==> config.mk <==
export PLATFORM = sky130hd
export DESIGN_NAME = rail_control_register_slice
export DESIGN_NICKNAME = d
export VERILOG_FILES = /design/src/logic/rail_ctrl_pkg.sv /design/src/logic/rail_control_register_slice.sv
export VERILOG_INCLUDE_DIRS = /design/src /design/src/logic
export SDC_FILE = /design/constraint.sdc
export NUM_CORES = 1
export LEC_CHECK = 0
export BUFFER_PORTS_ARGS = -buffer_cell sky130_fd_sc_hd__buf_2
export CAP_MARGIN = 15
export CORE_MARGIN = 8
export CORE_UTILIZATION = 60
export CTS_CLUSTER_SIZE = 30
export DETAILED_ROUTE_END_ITERATION = 10
export PLACE_DENSITY = 0.8
export SLEW_MARGIN = 10
export SYNTH_ARGS = -nofsm -noshare
export SYNTH_HDL_FRONTEND = slang
export SYNTH_SLANG_ARGS = --single-unit
==> constraint.sdc <==
create_clock -name clk -period 15.53 [get_ports clk]
set_input_delay 3.106 -clock clk [delete_from_list [all_inputs] [get_ports clk]]
set_output_delay 3.106 -clock clk [all_outputs]
set_load 0.01 [all_outputs]
==> src/logic/rail_ctrl_map.svh <==
`ifndef RAIL_CTRL_MAP_SVH
`define RAIL_CTRL_MAP_SVH

// Register offsets on the management port
`define OFS_LDO3_CODES 8'h9B
`define OFS_CONV_CTRL 8'h9C
`define OFS_GOOD_DELAY 8'h9D
`define OFS_SW_FORCE_OFF 8'h9F

// Reset values
`define RST_LDO3_CODES 8'h00
`define RST_CONV_CTRL 8'h00
`define RST_GOOD_DELAY 8'h00
`define RST_SW_FORCE_OFF 8'h00

// Field positions: regulator three codes
`define LDO3_SLEEP_MSB 7
`define LDO3_SLEEP_LSB 4
`define LDO3_NORMAL_MSB 3
`define LDO3_NORMAL_LSB 0

// Field positions: converter control
`define CONV_RO_MSB 7
`define CONV_RO_LSB 6
`define CONV1_PWM_BIT 3
`define CONV2_PWM_BIT 4
`define CONV3_PWM_BIT 5
`define CONV1_OFF_BIT 0
`define CONV2_OFF_BIT 1
`define CONV3_OFF_BIT 2

// Field positions: power-good delays
`define OUT2_DLY_MSB 7
`define OUT2_DLY_LSB 5
`define OUT4_DLY_MSB 4
`define OUT4_DLY_LSB 2
`define OUT1_DLY_MSB 1
`define OUT1_DLY_LSB 0

// Field positions: switch and termination force-off
`define TERM_OFF_BIT 4
`define SWA1_OFF_BIT 5
`define SWB1_OFF_BIT 6
`define SWB2_OFF_BIT 7
`define SW_RSVD_MSB 3
`define SW_RSVD_LSB 0

// Timing
`define CLK_HZ 20000000
`define MS_PER_S 1000
`define CYC_PER_MS (`CLK_HZ / `MS_PER_S)
`define DLY_MS_0 0
`define DLY_MS_5 5
`define DLY_MS_10 10
`define DLY_MS_15 15
`define DLY_MS_20 20
`define DLY_MS_50 50

`endif

==> src/logic/rail_ctrl_pkg.sv <==
package rail_ctrl_pkg;

    typedef struct packed {
        logic [7:0] addr;
        logic [7:0] wdata;
        logic write;
        logic read;
    } reg_req_t;

    typedef struct packed {
        logic swb2_ldo1;
        logic swb1;
        logic swa1;
        logic term;
        logic conv3;
        logic conv2;
        logic conv1;
    } rail_en_t;

    typedef enum logic [1:0] {
        TMR_IDLE,
        TMR_WAIT,
        TMR_DONE
    } good_timer_t;

endpackage

==> src/logic/rail_control_register_slice.sv <==
`timescale 1ns/1ns
`include "rail_ctrl_map.svh"

// Operation
// - The sleep code in bits 7:4 drives the third regulator's target while sleep mode is active.
// - The normal code in bits 3:0 drives the third regulator's target during normal operation.
// - Converter control bit 3 picks automatic (0) or forced PWM (1) for the first converter.
// - Converter control bit 4 picks automatic (0) or forced PWM (1) for the second converter.
// - Bit 5 set to 1 forces PWM on the third converter and the host must not write 0 there.
// - Bits 2..0 at 0 force the third, second and first converters off regardless of control pins.
// - Each output's delay starts when all its rails are in regulation and power good follows after it.
// - The second output's 3-bit delay in bits 7:5 maps to 0, 5, 10, 15, 20 and 50 ms.
// - The fourth output's 3-bit delay in bits 4:2 uses the same mapping as the second output.
// - The first output's 2-bit delay in bits 1:0 maps to 0, 5, 10 and 15 ms.
// - A bus-driven output ignores its delay, unless the second output feeds termination enable.
// - Switch force-off bits 7..4 at 0 turn the switch or termination regulator off regardless of pins.
module rail_control_register_slice #(
    parameter int CYC_PER_MS = `CYC_PER_MS,
    parameter int CNT_W = 21
) (
    input wire logic clk,
    input wire logic rstn,
    input wire logic ce,
    input wire rail_ctrl_pkg::reg_req_t reg_req,
    output logic [7:0] reg_rdata,
    input wire logic sleep_active,
    input wire rail_ctrl_pkg::rail_en_t pin_enable,
    input wire logic [2:0] rails_in_regulation,
    input wire logic [2:0] out_bus_controlled,
    input wire logic out2_feeds_termination,
    output rail_ctrl_pkg::rail_en_t rail_enable,
    output logic [2:0] conv_pwm,
    output logic [3:0] ldo_three_target,
    output logic [2:0] power_good
);

    // Register file
    logic [7:0] ldo3_codes_r;
    logic [7:0] ldo3_codes_nxt;
    logic [7:0] conv_ctrl_r;
    logic [7:0] conv_ctrl_nxt;
    logic [7:0] good_delay_r;
    logic [7:0] good_delay_nxt;
    logic [7:0] sw_off_r;
    logic [7:0] sw_off_nxt;
    logic [7:0] rdata_r;
    logic [7:0] rdata_nxt;

    // Register writes and the registered read path
    always_comb
    begin
        ldo3_codes_nxt = ldo3_codes_r;
        conv_ctrl_nxt = conv_ctrl_r;
        good_delay_nxt = good_delay_r;
        sw_off_nxt = sw_off_r;
        rdata_nxt = rdata_r;
        if (reg_req.write)
        begin
            case (reg_req.addr)
                `OFS_LDO3_CODES:
                begin
                    ldo3_codes_nxt = reg_req.wdata;
                end
                `OFS_CONV_CTRL:
                begin
                    // Top two bits are read-only zero
                    conv_ctrl_nxt = {2'h0, reg_req.wdata[`CONV3_PWM_BIT:`CONV1_OFF_BIT]};
                end
                `OFS_GOOD_DELAY:
                begin
                    good_delay_nxt = reg_req.wdata;
                end
                `OFS_SW_FORCE_OFF:
                begin
                    // Reserved low bits are stored as written; host keeps them zero
                    sw_off_nxt = reg_req.wdata;
                end
                default:
                begin
                    sw_off_nxt = sw_off_r;
                end
            endcase
        end
        if (reg_req.read)
        begin
            case (reg_req.addr)
                `OFS_LDO3_CODES:
                begin
                    rdata_nxt = ldo3_codes_r;
                end
                `OFS_CONV_CTRL:
                begin
                    rdata_nxt = conv_ctrl_r;
                end
                `OFS_GOOD_DELAY:
                begin
                    rdata_nxt = good_delay_r;
                end
                `OFS_SW_FORCE_OFF:
                begin
                    rdata_nxt = sw_off_r;
                end
                default:
                begin
                    rdata_nxt = 8'h00;
                end
            endcase
        end
    end

    // Synchronous reset takes priority over the clock enable
    always_ff @(posedge clk)
    begin
        if (!rstn)
        begin
            ldo3_codes_r <= `RST_LDO3_CODES;
            conv_ctrl_r <= `RST_CONV_CTRL;
            good_delay_r <= `RST_GOOD_DELAY;
            sw_off_r <= `RST_SW_FORCE_OFF;
            rdata_r <= 8'h00;
        end
        else if (ce)
        begin
            ldo3_codes_r <= ldo3_codes_nxt;
            conv_ctrl_r <= conv_ctrl_nxt;
            good_delay_r <= good_delay_nxt;
            sw_off_r <= sw_off_nxt;
            rdata_r <= rdata_nxt;
        end
    end

    // Read data stands until the next read strobe
    assign reg_rdata = rdata_r;

    // Rail enables, mode selects and regulator target
    rail_ctrl_pkg::rail_en_t en_r;
    rail_ctrl_pkg::rail_en_t en_nxt;
    logic [2:0] pwm_r;
    logic [2:0] pwm_nxt;
    logic [3:0] target_r;
    logic [3:0] target_nxt;
    logic term_request;

    // Termination may also be requested by the second output's power good
    assign term_request = pin_enable.term | (out2_feeds_termination & power_good[1]);

    always_comb
    begin
        en_nxt.conv1 = pin_enable.conv1 & conv_ctrl_r[`CONV1_OFF_BIT];
        en_nxt.conv2 = pin_enable.conv2 & conv_ctrl_r[`CONV2_OFF_BIT];
        en_nxt.conv3 = pin_enable.conv3 & conv_ctrl_r[`CONV3_OFF_BIT];
        en_nxt.term = term_request & sw_off_r[`TERM_OFF_BIT];
        en_nxt.swa1 = pin_enable.swa1 & sw_off_r[`SWA1_OFF_BIT];
        en_nxt.swb1 = pin_enable.swb1 & sw_off_r[`SWB1_OFF_BIT];
        en_nxt.swb2_ldo1 = pin_enable.swb2_ldo1 & sw_off_r[`SWB2_OFF_BIT];
        pwm_nxt[0] = conv_ctrl_r[`CONV1_PWM_BIT];
        pwm_nxt[1] = conv_ctrl_r[`CONV2_PWM_BIT];
        pwm_nxt[2] = conv_ctrl_r[`CONV3_PWM_BIT];
        if (sleep_active)
        begin
            target_nxt = ldo3_codes_r[`LDO3_SLEEP_MSB:`LDO3_SLEEP_LSB];
        end
        else
        begin
            target_nxt = ldo3_codes_r[`LDO3_NORMAL_MSB:`LDO3_NORMAL_LSB];
        end
    end

    // Registered so that the enables never glitch
    always_ff @(posedge clk)
    begin
        if (!rstn)
        begin
            en_r <= '0;
            pwm_r <= 3'h0;
            target_r <= 4'h0;
        end
        else if (ce)
        begin
            en_r <= en_nxt;
            pwm_r <= pwm_nxt;
            target_r <= target_nxt;
        end
    end

    assign rail_enable = en_r;
    assign conv_pwm = pwm_r;
    assign ldo_three_target = target_r;

    // Delay code to milliseconds; the 2-bit field is zero-extended
    function automatic logic [5:0] code_to_ms(input logic [2:0] code);
        logic [5:0] ms;
        ms = 6'(`DLY_MS_0);
        case (code)
            3'h0: ms = 6'(`DLY_MS_0);
            3'h1: ms = 6'(`DLY_MS_5);
            3'h2: ms = 6'(`DLY_MS_10);
            3'h3: ms = 6'(`DLY_MS_15);
            3'h4: ms = 6'(`DLY_MS_20);
            3'h5: ms = 6'(`DLY_MS_50);
            3'h7: ms = 6'(`DLY_MS_50);
            // Code 6 is not defined; it takes the longest delay
            default: ms = 6'(`DLY_MS_50);
        endcase
        return ms;
    endfunction

    // Each output's field widened to the common code width
    logic [2:0] dly_code [3];
    assign dly_code[0] = {1'b0, good_delay_r[`OUT1_DLY_MSB:`OUT1_DLY_LSB]};
    assign dly_code[1] = good_delay_r[`OUT2_DLY_MSB:`OUT2_DLY_LSB];
    assign dly_code[2] = good_delay_r[`OUT4_DLY_MSB:`OUT4_DLY_LSB];

    // Power-good delay timers: index 0 first output, 1 second, 2 fourth
    genvar g;
    generate
        for (g = 0; g < 3; g++)
        begin : g_good
            rail_ctrl_pkg::good_timer_t st_r;
            rail_ctrl_pkg::good_timer_t st_nxt;
            logic [CNT_W-1:0] cnt_r;
            logic [CNT_W-1:0] cnt_nxt;
            logic [CNT_W-1:0] limit;
            logic active;

            // Delay in clock cycles for the programmed code
            assign limit = CNT_W'(code_to_ms(dly_code[g]) * CYC_PER_MS);
            // Bus-driven outputs leave the timer idle, unless the second output feeds termination
            if (g == 1)
            begin : g_term
                assign active = ~out_bus_controlled[g] | out2_feeds_termination;
            end
            else
            begin : g_plain
                assign active = ~out_bus_controlled[g];
            end

            // Losing regulation, or going bus-driven unless the second output feeds termination, restarts the timer
            always_comb
            begin
                st_nxt = st_r;
                cnt_nxt = cnt_r;
                if (!active || !rails_in_regulation[g])
                begin
                    st_nxt = rail_ctrl_pkg::TMR_IDLE;
                    cnt_nxt = '0;
                end
                else
                begin
                    case (st_r)
                        rail_ctrl_pkg::TMR_IDLE:
                        begin
                            // Delay starts when all assigned rails are in regulation
                            st_nxt = (limit == '0) ? rail_ctrl_pkg::TMR_DONE : rail_ctrl_pkg::TMR_WAIT;
                            cnt_nxt = CNT_W'(1);
                        end
                        rail_ctrl_pkg::TMR_WAIT:
                        begin
                            if (cnt_r >= limit)
                            begin
                                st_nxt = rail_ctrl_pkg::TMR_DONE;
                            end
                            else
                            begin
                                cnt_nxt = cnt_r + CNT_W'(1);
                            end
                        end
                        rail_ctrl_pkg::TMR_DONE:
                        begin
                            st_nxt = rail_ctrl_pkg::TMR_DONE;
                        end
                        default:
                        begin
                            st_nxt = rail_ctrl_pkg::TMR_IDLE;
                            cnt_nxt = '0;
                        end
                    endcase
                end
            end

            // Timer registers; reset clears them whatever the clock enable
            always_ff @(posedge clk)
            begin
                if (!rstn)
                begin
                    st_r <= rail_ctrl_pkg::TMR_IDLE;
                    cnt_r <= '0;
                end
                else if (ce)
                begin
                    st_r <= st_nxt;
                    cnt_r <= cnt_nxt;
                end
            end

            assign power_good[g] = (st_r == rail_ctrl_pkg::TMR_DONE);
        end
    endgenerate

endmodule // rail_control_register_slice

==> metrics.cfg <==
[critical_path]
critPathRequiredTime_ns=15.88
r2r_slack_ns=9.64
r2r_cells=20
start_kind=flop
critPathMaxFanout=14
arrival_ns=6.24
crit_path_end_kind=flop
path_class=reg -> reg

[route]
wl_mm=20.00
met1Wirelength_mm=9.150
met3WireLength_um=922
route.detailed.drc=0
initialDrtViolationCount=664
wire_per_inst_um=16.51
top_layer=met4
dr.pass1.iters=5
vias=7256
vias_per_cell=5.992
met2_wirelength_mm=9.590
drtAntennaViolNets=0

[power_and_ir_drop]
powerDensity_nw_per_um2=80.20
finalPower_w=0.0007337
ir_drop_mv=0.07624
p_leak_nw=3.852

[die]
coreArea_um2=13300
rows=42
dieHeight_um=133.0
io_pins=61
die_x_um=133.0
die_area_um2=17680
initial_utilization=0.6175

[synth]
synth_ff_type=dfxtp_1
synth_xor_area_frac=0.05440
synth_edf_count=0
synth_warnings=0
async_reset_ff_frac=0
synth-simple-area-share=0.2303
synth_nets=1128
synthesis.area_um2=8210
ys_seq_area_frac=0.2950
synth_area_per_cell_um2=8.344
synth_compound_area_frac=0.1490
synth.distinct_cells=71
synthCells=984
synth-adder-area-share=0.1673
ys_ff_latch=121
synth_top_family_by_area=simple AND/OR/NAND/NOR gates
synthMuxAreaShare=0.05898

[cells_and_area]
diodes=0
final_cell_mix=121 x dfxtp_1, 105 x ha_1, 96 x nor2_1
nNetsFinal=1167
final_common_cell=dfxtp_1
drive_gt1_frac=0.1111
area_growth_pct=11.43

[timing]
slew_violations=0
setup_viol=0
slew_headroom=0.3124
setup_slack_ns=9.643
tightest_slew_ns=1.030
fin_crit_sh=0.3791
final_hold_viol_count=0
setup_tns_ns=0
whs_ns=0.4539
skew_ns=0.008949
rsz0062_at_grt=false
fmax_mhz=169.9
min_period_ns=5.887

[global_routing]
first_global_vias=6936
grt_use_total=0.2270
grt_overflow_total=0
grt_max_degree=63
antenna_found_initial=0
grt_pass1_wl_mm=33.53

[clock_tree]
clock-sinks=121
cts_setup_buffers=0
cts_tree=built
worstSkewPairLatency_ns=0.42
cts.clk_slew.worst_paths_ns=0.06
cts_buffers=17
clk_path_buf_depth=2
cts_root_buffer=clkbuf_16
hold_buffers=0
h-tree-depth=4
cts_resized=0

[worst_hold_path]
hold_class=reg -> reg
hold_depth=2

[placement]
place_congestion=0.8995
pre_cts_slack_ns=9.733
port_buffers=60
dp_hpwl_mm=14.63

[run]
drv_cap=0

[run_status]
status=finished clean

==> report_power, final <==
group / internal, W / switching (W)
combinational: 0.0000129 / 0.0000252
clock: 0.000229 / 0.000152
sequential: 0.000313 / 0.00000168
total: 0.000555 / 0.000179
==> per-stage QoR <==
stage	cells	util	cell area [um2]
4_1_cts	1210	0.6876	9141
3_5_place_dp	1179	0.6447	8572
2_1_floorplan	984	-	8210
5_1_grt	1211	0.6881	9149
6_report	1211	0.6881	9149
3_3_place_gp	1179	0.6447	8572
==> layer usage <==
layer,global-route usage,vias up
met5,0,-
met4,0.06877,0
met3,0.04656,28
met2,0.3758,220
met1,0.2894,3410
li1,-,3598
==> sequential cells by signal, indices dropped and copies added, names as in the netlist, 4 cells and up <==
register	cells
g_good.cnt_r	63
rail_enable	7
reg_rdata	8
good_delay_r	8
ldo3_codes_r	8
sw_off_r	8
g_good.st_r	6
ldo_three_target	4
conv_ctrl_r	6
==> cells in the mapped netlist, types with 5 or more instances <==
cell | n | share of area
a211oi_1 | 7 | 0.0064
a21o_1 | 5 | 0.0046
a21oi_1 | 77 | 0.047
a31oi_1 | 8 | 0.0061
and2_1 | 12 | 0.0091
and3_1 | 13 | 0.0099
and4_1 | 7 | 0.0075
buf_1 | 6 | 0.0027
clkbuf_1 | 32 | 0.015
dfxtp_1 | 121 | 0.30
ha_1 | 105 | 0.16
inv_1 | 49 | 0.022
mux2i_1 | 45 | 0.055
nand2_1 | 88 | 0.040
nand2b_1 | 7 | 0.0053
nand3_1 | 37 | 0.023
nand4_1 | 14 | 0.011
nor2_1 | 96 | 0.044
nor2b_1 | 9 | 0.0069
nor3_1 | 24 | 0.015
nor3b_1 | 7 | 0.0064
nor4_1 | 5 | 0.0038
nor4b_1 | 8 | 0.0085
o211ai_1 | 6 | 0.0055
o21ai_0 | 36 | 0.022
o221ai_1 | 6 | 0.0064
o31ai_1 | 8 | 0.0073
or3_1 | 16 | 0.012
or4_1 | 10 | 0.0091
xnor2_1 | 40 | 0.043
xor2_1 | 11 | 0.012
==> critical path, stage by stage, from the launching register on <==
cell and delay (ns):
dfxtp_1 0.60, nand2b_1 0.24, inv_1 0.21, nor2_1 0.21
inv_1 0.13, ha_1 0.30, and2_1 0.14, fa_1 0.45
ha_1 0.33, nand2_1 0.10, o21ai_0 0.19, a31oi_1 0.16
or2_2 0.32, ha_1 0.34, and4_4 0.23, nand4_1 0.09
a21oi_1 0.07, a2111oi_4 0.63, o211ai_1 0.43, or4_1 0.51
a21oi_1 0.14
==> kinds of logic (layout without fill, tap and decap cells) <==
kind of cell | after synthesis | in the layout
mux | 48 | 48
flops | 121 | 121
other cells | 2 | 2
compound gates | 192 | 192
buf+inv | 93 | 144
xor+xnor | 51 | 51
fa+ha+maj | 108 | 108
simple gates | 369 | 369
==> path summary, 6_finish.rpt <==
path                              end             from
setup reg to reg  g_good[1].cnt_r[19]  good_delay_r[7]
setup / recovery  g_good[1].cnt_r[19]  good_delay_r[7]
hold reg to reg           sw_off_r[2]      sw_off_r[2]
hold / removal            sw_off_r[2]      sw_off_r[2]
==> area by class of cell <==
type                            instances  area, um2
Clock buffer                           19      452.9
Clock inverter                         12      116.4
Fill cell                            1081       4146
Inverter                               50      187.7
Multi-Input combinational cell        770       5426
Sequential cell                       121       2422
Tap cell                              176      220.2
Timing Repair Buffer                   63      322.8
(Power assumes the default switching activity.)
